### src/rtl/clock_switch_regs.svh
`ifndef CLOCK_SWITCH_REGS_SVH
`define CLOCK_SWITCH_REGS_SVH

// ----------------------------------------------------------------------
// register byte offsets
// ----------------------------------------------------------------------
`define CLKSW_ADDR_REQUEST 12'h000
`define CLKSW_ADDR_CURRENT 12'h004
`define CLKSW_ADDR_STATUS  12'h008

// ----------------------------------------------------------------------
// field positions
// ----------------------------------------------------------------------
`define CLKSW_SRC_F  6:4
`define CLKSW_DIV_F  3:0
`define CLKSW_SEL_F  6:0
`define CLKSW_HOLD_B 7
`define CLKSW_DONE_B 4
`define CLKSW_NSR_B  3

// ----------------------------------------------------------------------
// reset values
// ----------------------------------------------------------------------
`define CLKSW_DIV_RST_FAST  4'h2
`define CLKSW_DIV_RST_OTHER 4'h0

// ----------------------------------------------------------------------
// timing: gate-off settle time per switch step
// ----------------------------------------------------------------------
`define CLKSW_CLK_PERIOD_PS 5000
`define CLKSW_SETTLE_PS     20000
`define CLKSW_SETTLE_CYC \
  ((`CLKSW_SETTLE_PS + `CLKSW_CLK_PERIOD_PS - 1) / `CLKSW_CLK_PERIOD_PS)

`endif

### src/rtl/clock_switch_pkg.sv
package clock_switch_pkg;

  // source and pll combinations
  typedef enum logic [2:0] {
    SRC_RSVD0     = 3'h0,
    SRC_FAST_PLL2 = 3'h1,
    SRC_EXT_PLL4  = 3'h2,
    SRC_RSVD3     = 3'h3,
    SRC_RSVD4     = 3'h4,
    SRC_SLOW      = 3'h5,
    SRC_FAST      = 3'h6,
    SRC_EXT       = 3'h7
  } source_t;

  // break-before-make sequencer
  typedef enum logic [1:0] {
    SEQ_IDLE     = 2'h0,
    SEQ_GATE_OFF = 2'h1,
    SEQ_SETTLE   = 2'h2,
    SEQ_GATE_ON  = 2'h3
  } seq_state_t;

endpackage

### src/rtl/clock_switch_if.sv
`timescale 1ns/10ps
// ----------------------------------------------------------------------
// control side to sequencer
// ----------------------------------------------------------------------
interface clock_switch_if;
  logic       start;
  logic [2:0] tgt_src;
  logic [3:0] tgt_div;
  logic       busy;
  logic       done;
  logic       gate_en;
  logic [2:0] out_src;
  logic [3:0] out_div;

  modport ctrl (
    output start, tgt_src, tgt_div,
    input  busy, done, gate_en, out_src, out_div
  );
  modport seq (
    input  start, tgt_src, tgt_div,
    output busy, done, gate_en, out_src, out_div
  );
endinterface

### src/rtl/clock_switch_sequencer.sv
`timescale 1ns/10ps
`include "clock_switch_regs.svh"
module clock_switch_sequencer #(
  parameter int unsigned SETTLE_CYC = `CLKSW_SETTLE_CYC
) (
  // clock and reset
  input  logic           pclk,
  input  logic           presetn,
  // control side
  clock_switch_if.seq    sw
);
  localparam int unsigned CW = $clog2(SETTLE_CYC + 1);
  localparam logic [CW-1:0] LAST = CW'(SETTLE_CYC - 1);

  clock_switch_pkg::seq_state_t state_q;
  logic [CW-1:0]                cnt_q;
  logic [2:0]                   tgt_src_q;
  logic [3:0]                   tgt_div_q;

  assign sw.busy = (state_q != clock_switch_pkg::SEQ_IDLE);

  // state walk: gate off, drain, reselect, settle, gate on
  always_ff @(posedge pclk or negedge presetn) begin
    if (!presetn) begin
      state_q <= clock_switch_pkg::SEQ_IDLE;
    end else begin
      unique case (state_q)
        clock_switch_pkg::SEQ_IDLE: begin
          if (sw.start) begin
            state_q <= clock_switch_pkg::SEQ_GATE_OFF;
          end
        end
        clock_switch_pkg::SEQ_GATE_OFF: begin
          if (cnt_q == LAST) begin
            state_q <= clock_switch_pkg::SEQ_SETTLE;
          end
        end
        clock_switch_pkg::SEQ_SETTLE: begin
          if (cnt_q == LAST) begin
            state_q <= clock_switch_pkg::SEQ_GATE_ON;
          end
        end
        clock_switch_pkg::SEQ_GATE_ON: begin
          state_q <= clock_switch_pkg::SEQ_IDLE;
        end
      endcase
    end
  end

  // settle counter, restarts at each step
  always_ff @(posedge pclk or negedge presetn) begin
    if (!presetn) begin
      cnt_q <= '0;
    end else if (state_q == clock_switch_pkg::SEQ_IDLE || cnt_q == LAST) begin
      cnt_q <= '0;
    end else begin
      cnt_q <= cnt_q + 1'b1;
    end
  end

  // target captured once so a late request cannot tear a switch
  always_ff @(posedge pclk or negedge presetn) begin
    if (!presetn) begin
      tgt_src_q <= clock_switch_pkg::SRC_FAST;
      tgt_div_q <= `CLKSW_DIV_RST_FAST;
    end else if (sw.start && !sw.busy) begin
      tgt_src_q <= sw.tgt_src;
      tgt_div_q <= sw.tgt_div;
    end
  end

  // select changes only while the gate is closed, no runt pulse
  always_ff @(posedge pclk or negedge presetn) begin
    if (!presetn) begin
      sw.gate_en <= 1'b1;
      sw.out_src <= clock_switch_pkg::SRC_FAST;
      sw.out_div <= `CLKSW_DIV_RST_FAST;
      sw.done    <= 1'b0;
    end else begin
      sw.done <= 1'b0;
      if (state_q == clock_switch_pkg::SEQ_IDLE && sw.start) begin
        sw.gate_en <= 1'b0;
      end
      if (state_q == clock_switch_pkg::SEQ_GATE_OFF && cnt_q == LAST) begin
        sw.out_src <= tgt_src_q;
        sw.out_div <= tgt_div_q;
      end
      if (state_q == clock_switch_pkg::SEQ_GATE_ON) begin
        sw.gate_en <= 1'b1;
        sw.done    <= 1'b1;
      end
    end
  end
endmodule

### src/rtl/clock_switch_control.sv
`timescale 1ns/10ps
`include "clock_switch_regs.svh"
module clock_switch_control #(
  parameter int unsigned ADDR_W     = 12,
  parameter int unsigned SETTLE_CYC = `CLKSW_SETTLE_CYC
) (
  // clock and reset
  input  logic              pclk,
  input  logic              presetn,
  // apb slave
  input  logic [ADDR_W-1:0] paddr,
  input  logic              psel,
  input  logic              penable,
  input  logic              pwrite,
  input  logic [31:0]       pwdata,
  output logic [31:0]       prdata,
  output logic              pready,
  output logic              pslverr,
  // configuration fuses
  input  logic              switch_enable_fuse,
  input  logic [2:0]        reset_source_fuse,
  input  logic [2:0]        external_osc_mode_fuse,
  input  logic [3:0]        internal_fast_freq_select,
  // oscillator status
  input  logic              external_oscillator_ready,
  input  logic              internal_fast_oscillator_ready,
  input  logic              internal_slow_oscillator_ready,
  input  logic              pll_locked,
  // clock generator controls
  output logic [2:0]        sys_source,
  output logic [3:0]        sys_divider,
  output logic              sys_clock_enable,
  output logic [3:0]        fast_freq,
  output logic [2:0]        external_osc_mode,
  output logic              switch_interrupt_flag
);
  clock_switch_if sw ();

  logic        init_q;
  logic [2:0]  req_src_q;
  logic [3:0]  req_div_q;
  logic [2:0]  act_src_q;
  logic [3:0]  act_div_q;
  logic [2:0]  tgt_src_q;
  logic [3:0]  tgt_div_q;
  logic        hold_q;
  logic        nsr_q;
  logic        switching_q;
  logic        start_q;
  logic        irq_q;
  logic        pready_q;
  logic        pslverr_q;
  logic [31:0] prdata_q;
  logic [3:0]  freq_q;
  logic [2:0]  ext_mode_q;
  logic        init_load;
  logic [2:0]  fuse_src;
  logic [3:0]  fuse_div;
  logic        pending;
  logic        req_ready;
  logic        nsr_set;
  logic        launch;
  logic        wr_req;
  logic        wr_stat;
  logic        done_flag;
  logic [31:0] rd_data;
  logic        rd_err;

  // ----------------------------------------------------------------------
  // source decode
  // ----------------------------------------------------------------------
  // reserved aliases fold onto the fast internal oscillator
  function automatic logic [2:0] eff_src(input logic [2:0] code);
    logic [2:0] r;
    r = code;
    if (code == clock_switch_pkg::SRC_RSVD0 ||
        code == clock_switch_pkg::SRC_RSVD3 ||
        code == clock_switch_pkg::SRC_RSVD4) begin
      r = clock_switch_pkg::SRC_FAST;
    end
    return r;
  endfunction

  // readiness of the oscillator the request names
  always_comb begin
    req_ready = internal_fast_oscillator_ready;
    unique case (clock_switch_pkg::source_t'(eff_src(req_src_q)))
      clock_switch_pkg::SRC_EXT:
        req_ready = external_oscillator_ready;
      clock_switch_pkg::SRC_SLOW:
        req_ready = internal_slow_oscillator_ready;
      clock_switch_pkg::SRC_EXT_PLL4:
        req_ready = external_oscillator_ready && pll_locked;
      clock_switch_pkg::SRC_FAST_PLL2:
        req_ready = internal_fast_oscillator_ready && pll_locked;
      default:
        req_ready = internal_fast_oscillator_ready;
    endcase
  end

  // ----------------------------------------------------------------------
  // reset strap capture
  // ----------------------------------------------------------------------
  // fuses are read on the first edge after release, not under reset
  always_ff @(posedge pclk or negedge presetn) begin
    if (!presetn) begin
      init_q <= 1'b0;
    end else begin
      init_q <= 1'b1;
    end
  end

  assign init_load = !init_q;
  assign fuse_src  = reset_source_fuse;
  assign fuse_div  = (eff_src(reset_source_fuse) == clock_switch_pkg::SRC_FAST)
                     ? `CLKSW_DIV_RST_FAST : `CLKSW_DIV_RST_OTHER;

  // ----------------------------------------------------------------------
  // switch control
  // ----------------------------------------------------------------------
  assign pending   = (req_src_q != act_src_q) || (req_div_q != act_div_q);
  assign done_flag = !pending && !switching_q;
  assign nsr_set   = init_q && pending && !switching_q && !nsr_q &&
                     req_ready;
  assign launch    = nsr_q && !hold_q && !switching_q && !sw.busy;

  // request register: fuse at start, software later
  always_ff @(posedge pclk or negedge presetn) begin
    if (!presetn) begin
      req_src_q <= clock_switch_pkg::SRC_FAST;
      req_div_q <= `CLKSW_DIV_RST_FAST;
    end else if (init_load) begin
      req_src_q <= fuse_src;
      req_div_q <= fuse_div;
    end else if (wr_req && switch_enable_fuse &&
                 pwdata[`CLKSW_SRC_F] != clock_switch_pkg::SRC_RSVD4) begin
      req_src_q <= pwdata[`CLKSW_SRC_F];
      req_div_q <= pwdata[`CLKSW_DIV_F];
    end
  end

  // active selection takes the fuse choice at boot, then follows only a completed switch
  always_ff @(posedge pclk or negedge presetn) begin
    if (!presetn) begin
      act_src_q <= clock_switch_pkg::SRC_FAST;
      act_div_q <= `CLKSW_DIV_RST_FAST;
    end else if (init_load) begin
      act_src_q <= fuse_src;
      act_div_q <= fuse_div;
    end else if (sw.done) begin
      act_src_q <= tgt_src_q;
      act_div_q <= tgt_div_q;
    end
  end

  // target frozen at launch; boot also loads the fuse choice
  always_ff @(posedge pclk or negedge presetn) begin
    if (!presetn) begin
      tgt_src_q   <= clock_switch_pkg::SRC_FAST;
      tgt_div_q   <= `CLKSW_DIV_RST_FAST;
      switching_q <= 1'b0;
      start_q     <= 1'b0;
    end else begin
      start_q <= init_load || launch;
      if (init_load) begin
        tgt_src_q   <= fuse_src;
        tgt_div_q   <= fuse_div;
        switching_q <= 1'b1;
      end else if (launch) begin
        tgt_src_q   <= req_src_q;
        tgt_div_q   <= req_div_q;
        switching_q <= 1'b1;
      end else if (sw.done) begin
        switching_q <= 1'b0;
      end
    end
  end

  // ready flag: set wins, cleared by completion or abandon
  always_ff @(posedge pclk or negedge presetn) begin
    if (!presetn) begin
      nsr_q <= 1'b0;
    end else begin
      if (sw.done || !pending) begin
        nsr_q <= 1'b0;
      end
      if (nsr_set) begin
        nsr_q <= 1'b1;
      end
    end
  end

  // one pulse per ready event, also while held
  always_ff @(posedge pclk or negedge presetn) begin
    if (!presetn) begin
      irq_q <= 1'b0;
    end else begin
      irq_q <= nsr_set;
    end
  end

  // hold bit, software owned
  always_ff @(posedge pclk or negedge presetn) begin
    if (!presetn) begin
      hold_q <= 1'b0;
    end else if (wr_stat) begin
      hold_q <= pwdata[`CLKSW_HOLD_B];
    end
  end

  // configuration pass-through for the oscillators
  always_ff @(posedge pclk or negedge presetn) begin
    if (!presetn) begin
      freq_q     <= '0;
      ext_mode_q <= '0;
    end else begin
      freq_q     <= internal_fast_freq_select;
      ext_mode_q <= external_osc_mode_fuse;
    end
  end

  assign sw.start   = start_q;
  assign sw.tgt_src = eff_src(tgt_src_q);
  assign sw.tgt_div = tgt_div_q;

  clock_switch_sequencer #(
    .SETTLE_CYC (SETTLE_CYC)
  ) u_seq (
    .pclk    (pclk),
    .presetn (presetn),
    .sw      (sw)
  );

  // ----------------------------------------------------------------------
  // apb slave
  // ----------------------------------------------------------------------
  assign wr_req  = psel && penable && pready_q && pwrite &&
                   paddr == `CLKSW_ADDR_REQUEST;
  assign wr_stat = psel && penable && pready_q && pwrite &&
                   paddr == `CLKSW_ADDR_STATUS;

  // read mux; unimplemented bits stay zero
  always_comb begin
    rd_data = '0;
    rd_err  = 1'b0;
    unique case (paddr)
      `CLKSW_ADDR_REQUEST: begin
        rd_data[`CLKSW_SEL_F] = {req_src_q, req_div_q};
      end
      `CLKSW_ADDR_CURRENT: begin
        rd_data[`CLKSW_SEL_F] = {act_src_q, act_div_q};
      end
      `CLKSW_ADDR_STATUS: begin
        rd_data[`CLKSW_HOLD_B] = hold_q;
        rd_data[`CLKSW_DONE_B] = done_flag;
        rd_data[`CLKSW_NSR_B]  = nsr_q;
      end
      default: begin
        rd_err = 1'b1;
      end
    endcase
  end

  // one wait-free access phase; answer built during setup
  always_ff @(posedge pclk or negedge presetn) begin
    if (!presetn) begin
      pready_q  <= 1'b0;
      pslverr_q <= 1'b0;
      prdata_q  <= '0;
    end else begin
      pready_q  <= psel && !penable;
      pslverr_q <= psel && !penable && rd_err;
      if (psel && !penable && !pwrite) begin
        prdata_q <= rd_data;
      end
    end
  end

  assign prdata                = prdata_q;
  assign pready                = pready_q;
  assign pslverr               = pslverr_q;
  assign sys_source            = sw.out_src;
  assign sys_divider           = sw.out_div;
  assign sys_clock_enable      = sw.gate_en;
  assign fast_freq             = freq_q;
  assign external_osc_mode     = ext_mode_q;
  assign switch_interrupt_flag = irq_q;
endmodule

### config.mk
export PLATFORM = sky130hd
export DESIGN_NAME = clock_switch_control
export DESIGN_NICKNAME = d
export VERILOG_FILES = /design/src/rtl/clock_switch_pkg.sv /design/src/rtl/clock_switch_if.sv /design/src/rtl/clock_switch_sequencer.sv /design/src/rtl/clock_switch_control.sv
export VERILOG_INCLUDE_DIRS = /design/src /design/src/rtl
export SDC_FILE = /design/constraint.sdc
export NUM_CORES = 1
export LEC_CHECK = 0
export ABC_AREA = 1
export BUFFER_PORTS_ARGS = -buffer_cell sky130_fd_sc_hd__buf_2
export CORE_MARGIN = 10
export CORE_UTILIZATION = 51
export CTS_BUF_LIST = sky130_fd_sc_hd__clkbuf_2
export DETAILED_ROUTE_END_ITERATION = 8
export MAX_ROUTING_LAYER = met4
export PLACE_DENSITY = 0.78
export SLEW_MARGIN = 20
export SYNTH_ARGS = -nofsm -noshare
export SYNTH_HDL_FRONTEND = slang
export SYNTH_SLANG_ARGS = --single-unit
### constraint.sdc
create_clock -name pclk -period 1.74 [get_ports pclk]
set_input_delay 0.261 -clock pclk [delete_from_list [all_inputs] [get_ports pclk]]
set_output_delay 0.261 -clock pclk [all_outputs]
set_load 0.02 [all_outputs]
==> run summary <==
Die Wd: 98.4 um
period utilization: 87.1%
H-tree depth: 3
Num CTS Buffers: 9
most used cell, CP: ha_1
Inserted Diodes: 0
post-DP HPWL: 5810 um
final wirelength: 7280 um
Worst VDD drop: 0.586 mV
vias: 2550
setup violators final: 0
fraction of layout cells with a size suffix above 1: 25.8%
commonest cells in the synthesized netlist: 83 x nand2_1, 49 x dfrtp_1, 44 x inv_1, 32 x nor2_1, 29 x nand3_1
min Tclk post-route: 1.52 ns
Post-synth EDFFs: 0
YS warnings: 0
post-synthesis cell count: 361
unique cell type count in the Yosys netlist: 30
pwr dens: 1040 nW/um^2
CTS tree: yes
post-synth top area cell: dfrtp_1
Setup CP Type: reg2reg
initial antenna violation count: 0
die area: 9690 sq um
final antenna-violating net count: 0
setup bufs post-CTS: 0
Layout Nets: 515
critical path required time: 2.10 ns
clock share of power: 22.6%
worst path cell trace: ha_1 -> ha_1 -> nand2_1 -> mux2_2
num rows: 28
DRT iter0 DRCs: 171
internal power: 2530 uW
Switch Pwr: 1290 uW
DRC Markers: 0
top post-synthesis cells by area: dfrtp_1 39%, dfstp_2 13%, nand2_1 9.9%
Crit path arrival time: 1.88 ns
Hold Path Class: in2reg
Core ar.: 5960 sq um
Post-Syn Area per Cell: 8.69 sq um
status: complete, no violations
Seq pwr share: 52.1%
Max FO, Critical Path: 10
P_leak: 0.00202 uW
Overflow after GRT: 0
Top delay family on crit path: flip-flops
Worst Setup End Kind: register
CP bufs+invs: 0
Worst-Skew Late Latency: 0.45 ns
most common flop cell mapped by yosys: dfrtp_1
Placer Congestion: 0.930
Post-Syn Area: 3140 sq um
largest net degree at the start of global routing: 48
vias per inst: 4.86
Bufs on Longest Clock Path: 2
GRT Util Overall: 15.7%
Sw Share: 33.7%
wire per inst: 13.9 um
Synth Register Bits: 65
sequential fraction of the synthesis area: 52.5%
TNS Setup: 0 ns
Layout area overhead: 17.4%
vias in the first global route: 2702
final hold viol count: 0
Synth top area share: 39.1%
Critical Path Max Stage Delay: 0.42 ns
Final Max Slew Viols: 0
clk sink count: 65
I/O Pins: 114
Comb power frac: 25.2%
final core occ: 61.9%
first-pass GRT wire length: 12400 um
asr flop ratio synth: 100%
max_cap viols: 0
most frequent cell after synthesis: nand2_1
Clock transition at path regs: 0.18 ns
I/O Buffers: 65
CP max stage cell: dfrtp_1
Initial Util: 52.7%
clk_skew: 0.0312 ns
CTS Root Cell: clkbuf_2
drt pass-1 iters: 4
startpoint class of the critical path: register
RSZ-0062 raised after global routing: no
fmax: 0.660 GHz
Die H: 98.4 um
[cell type report]
class                           instances  area (sq um)
Fill cell                             530          2270
Clock buffer                           12          60.1
Timing Repair Buffer                   77           453
Multi-Input combinational cell        240          1190
Inverter                               52           195
Clock inverter                          4          47.5
Sequential cell                        65          1650
Tap cell                               75          93.8
[final timing paths]
check	slack, ns	from	end	cells after the start
max in group asynchronous	0.81	presetn	act_div_q[1]	3
hold reg to reg	0.44	u_seq.cnt_q[0]	u_seq.cnt_q[0]	1
hold / removal	0.04	psel	pready	3
min in group asynchronous	0.26	presetn	external_osc_mode[1]	2
setup reg to reg	0.22	u_seq.cnt_q[0]	u_seq.sw.out_div[2]	4
setup / recovery	0.22	u_seq.cnt_q[0]	u_seq.sw.out_div[2]	4
[registers in the layout (all words and copies together), names as in the netlist, 2 cells and up]
name               flops
req_div_q              4
prdata                 8
fast_freq              4
u_seq.tgt_div_q        4
u_seq.state_q          2
act_div_q              4
act_src_q              3
u_seq.cnt_q            3
sw.tgt_div             4
req_src_q              3
external_osc_mode      3
u_seq.tgt_src_q        3
tgt_src_q              3
u_seq.sw.out_div       4
u_seq.sw.out_src       3
[layer usage]
metal	share of wire [%]	vias up	GRT usage [%]
met5	0	-	-
met4	1.6	0	5.51
met3	7.0	13	4.12
met2	48	92	24.8
met1	44	1171	18.9
li1	-	1274	-
[per-stage QoR]
step	setup slack (ns)	cell area [sq um]	total power, uW	instances	hold WS (ns)
detailed placement	0.225	3480	2980	499	0.238
finish	0.225	3680	3820	525	0.0450
global route	0.0988	3680	4070	525	0.0338
floorplan	0.328	3220	2690	384	-0.0346
global placement	0.246	3480	2930	499	0.234
CTS	0.185	3670	3850	524	0.0216
[layout by cell type, fill, tap and decap left out]
cell	instances
dlygate4sd3_1	10
o221ai_1	3
dfrtp_1	49
nand3_1	29
bufinv_16	1
conb_1	25
o21ai_1	9
mux2_2	4
inv_1	44
a21o_1	1
buf_12	1
dfstp_2	16
nor2_8	2
nand2_4	1
o21ai_0	17
clkinv_1	2
nand2_2	1
clkbuf_2	12
o211ai_1	7
clkinv_2	1
nand3b_1	2
o31ai_1	1
nor3_1	2
nor2_1	32
buf_4	1
nor2_2	3
ha_1	6
nand2_1	83
buf_2	65
o22ai_1	6
inv_2	7
clkinv_4	1
a21oi_1	4
nand4_1	1
xnor2_1	1
[worst register-to-register path, delay by kind of cell (launching register included)]
family,cells,cell delay (ns)
simple gates,1,0.25
mux,1,0.38
fa+ha+maj,2,0.39
flops,1,0.42
[power by group through the flow]
stage | logic, uW | registers [uW] | clock network [uW]
floorplan | 618 | 2070 | 0
CTS | 978 | 1990 | 886
detailed placement | 961 | 2020 | 0
finish | 963 | 1990 | 864
global placement | 920 | 2010 | 0
global route | 1100 | 2020 | 947
[cell families after synthesis]
| kind of cell | synth area share (%) |
|---|---|
| AND/OR/NAND/NOR | 21.8 |
| buffers and inverters | 12.4 |
| flip-flops | 52.5 |
| AO/OA/AOI/OAI | 8.97 |
| adder cells (fa/ha/maj) | 2.39 |
| multiplexers | 1.44 |
| other | 0.239 |
| XOR/XNOR | 0.279 |
[repair_timing]
| item | 4_1_cts | 5_1_grt |
|---|---|---|
| endpoints found under the setup margin | 0 | 0 |
| hold endpoints to repair | 22 | 1 |
| hold buffers | 9 | 1 |
| resized for setup | 0 | 0 |
Power figures use the tool's default switching activity.
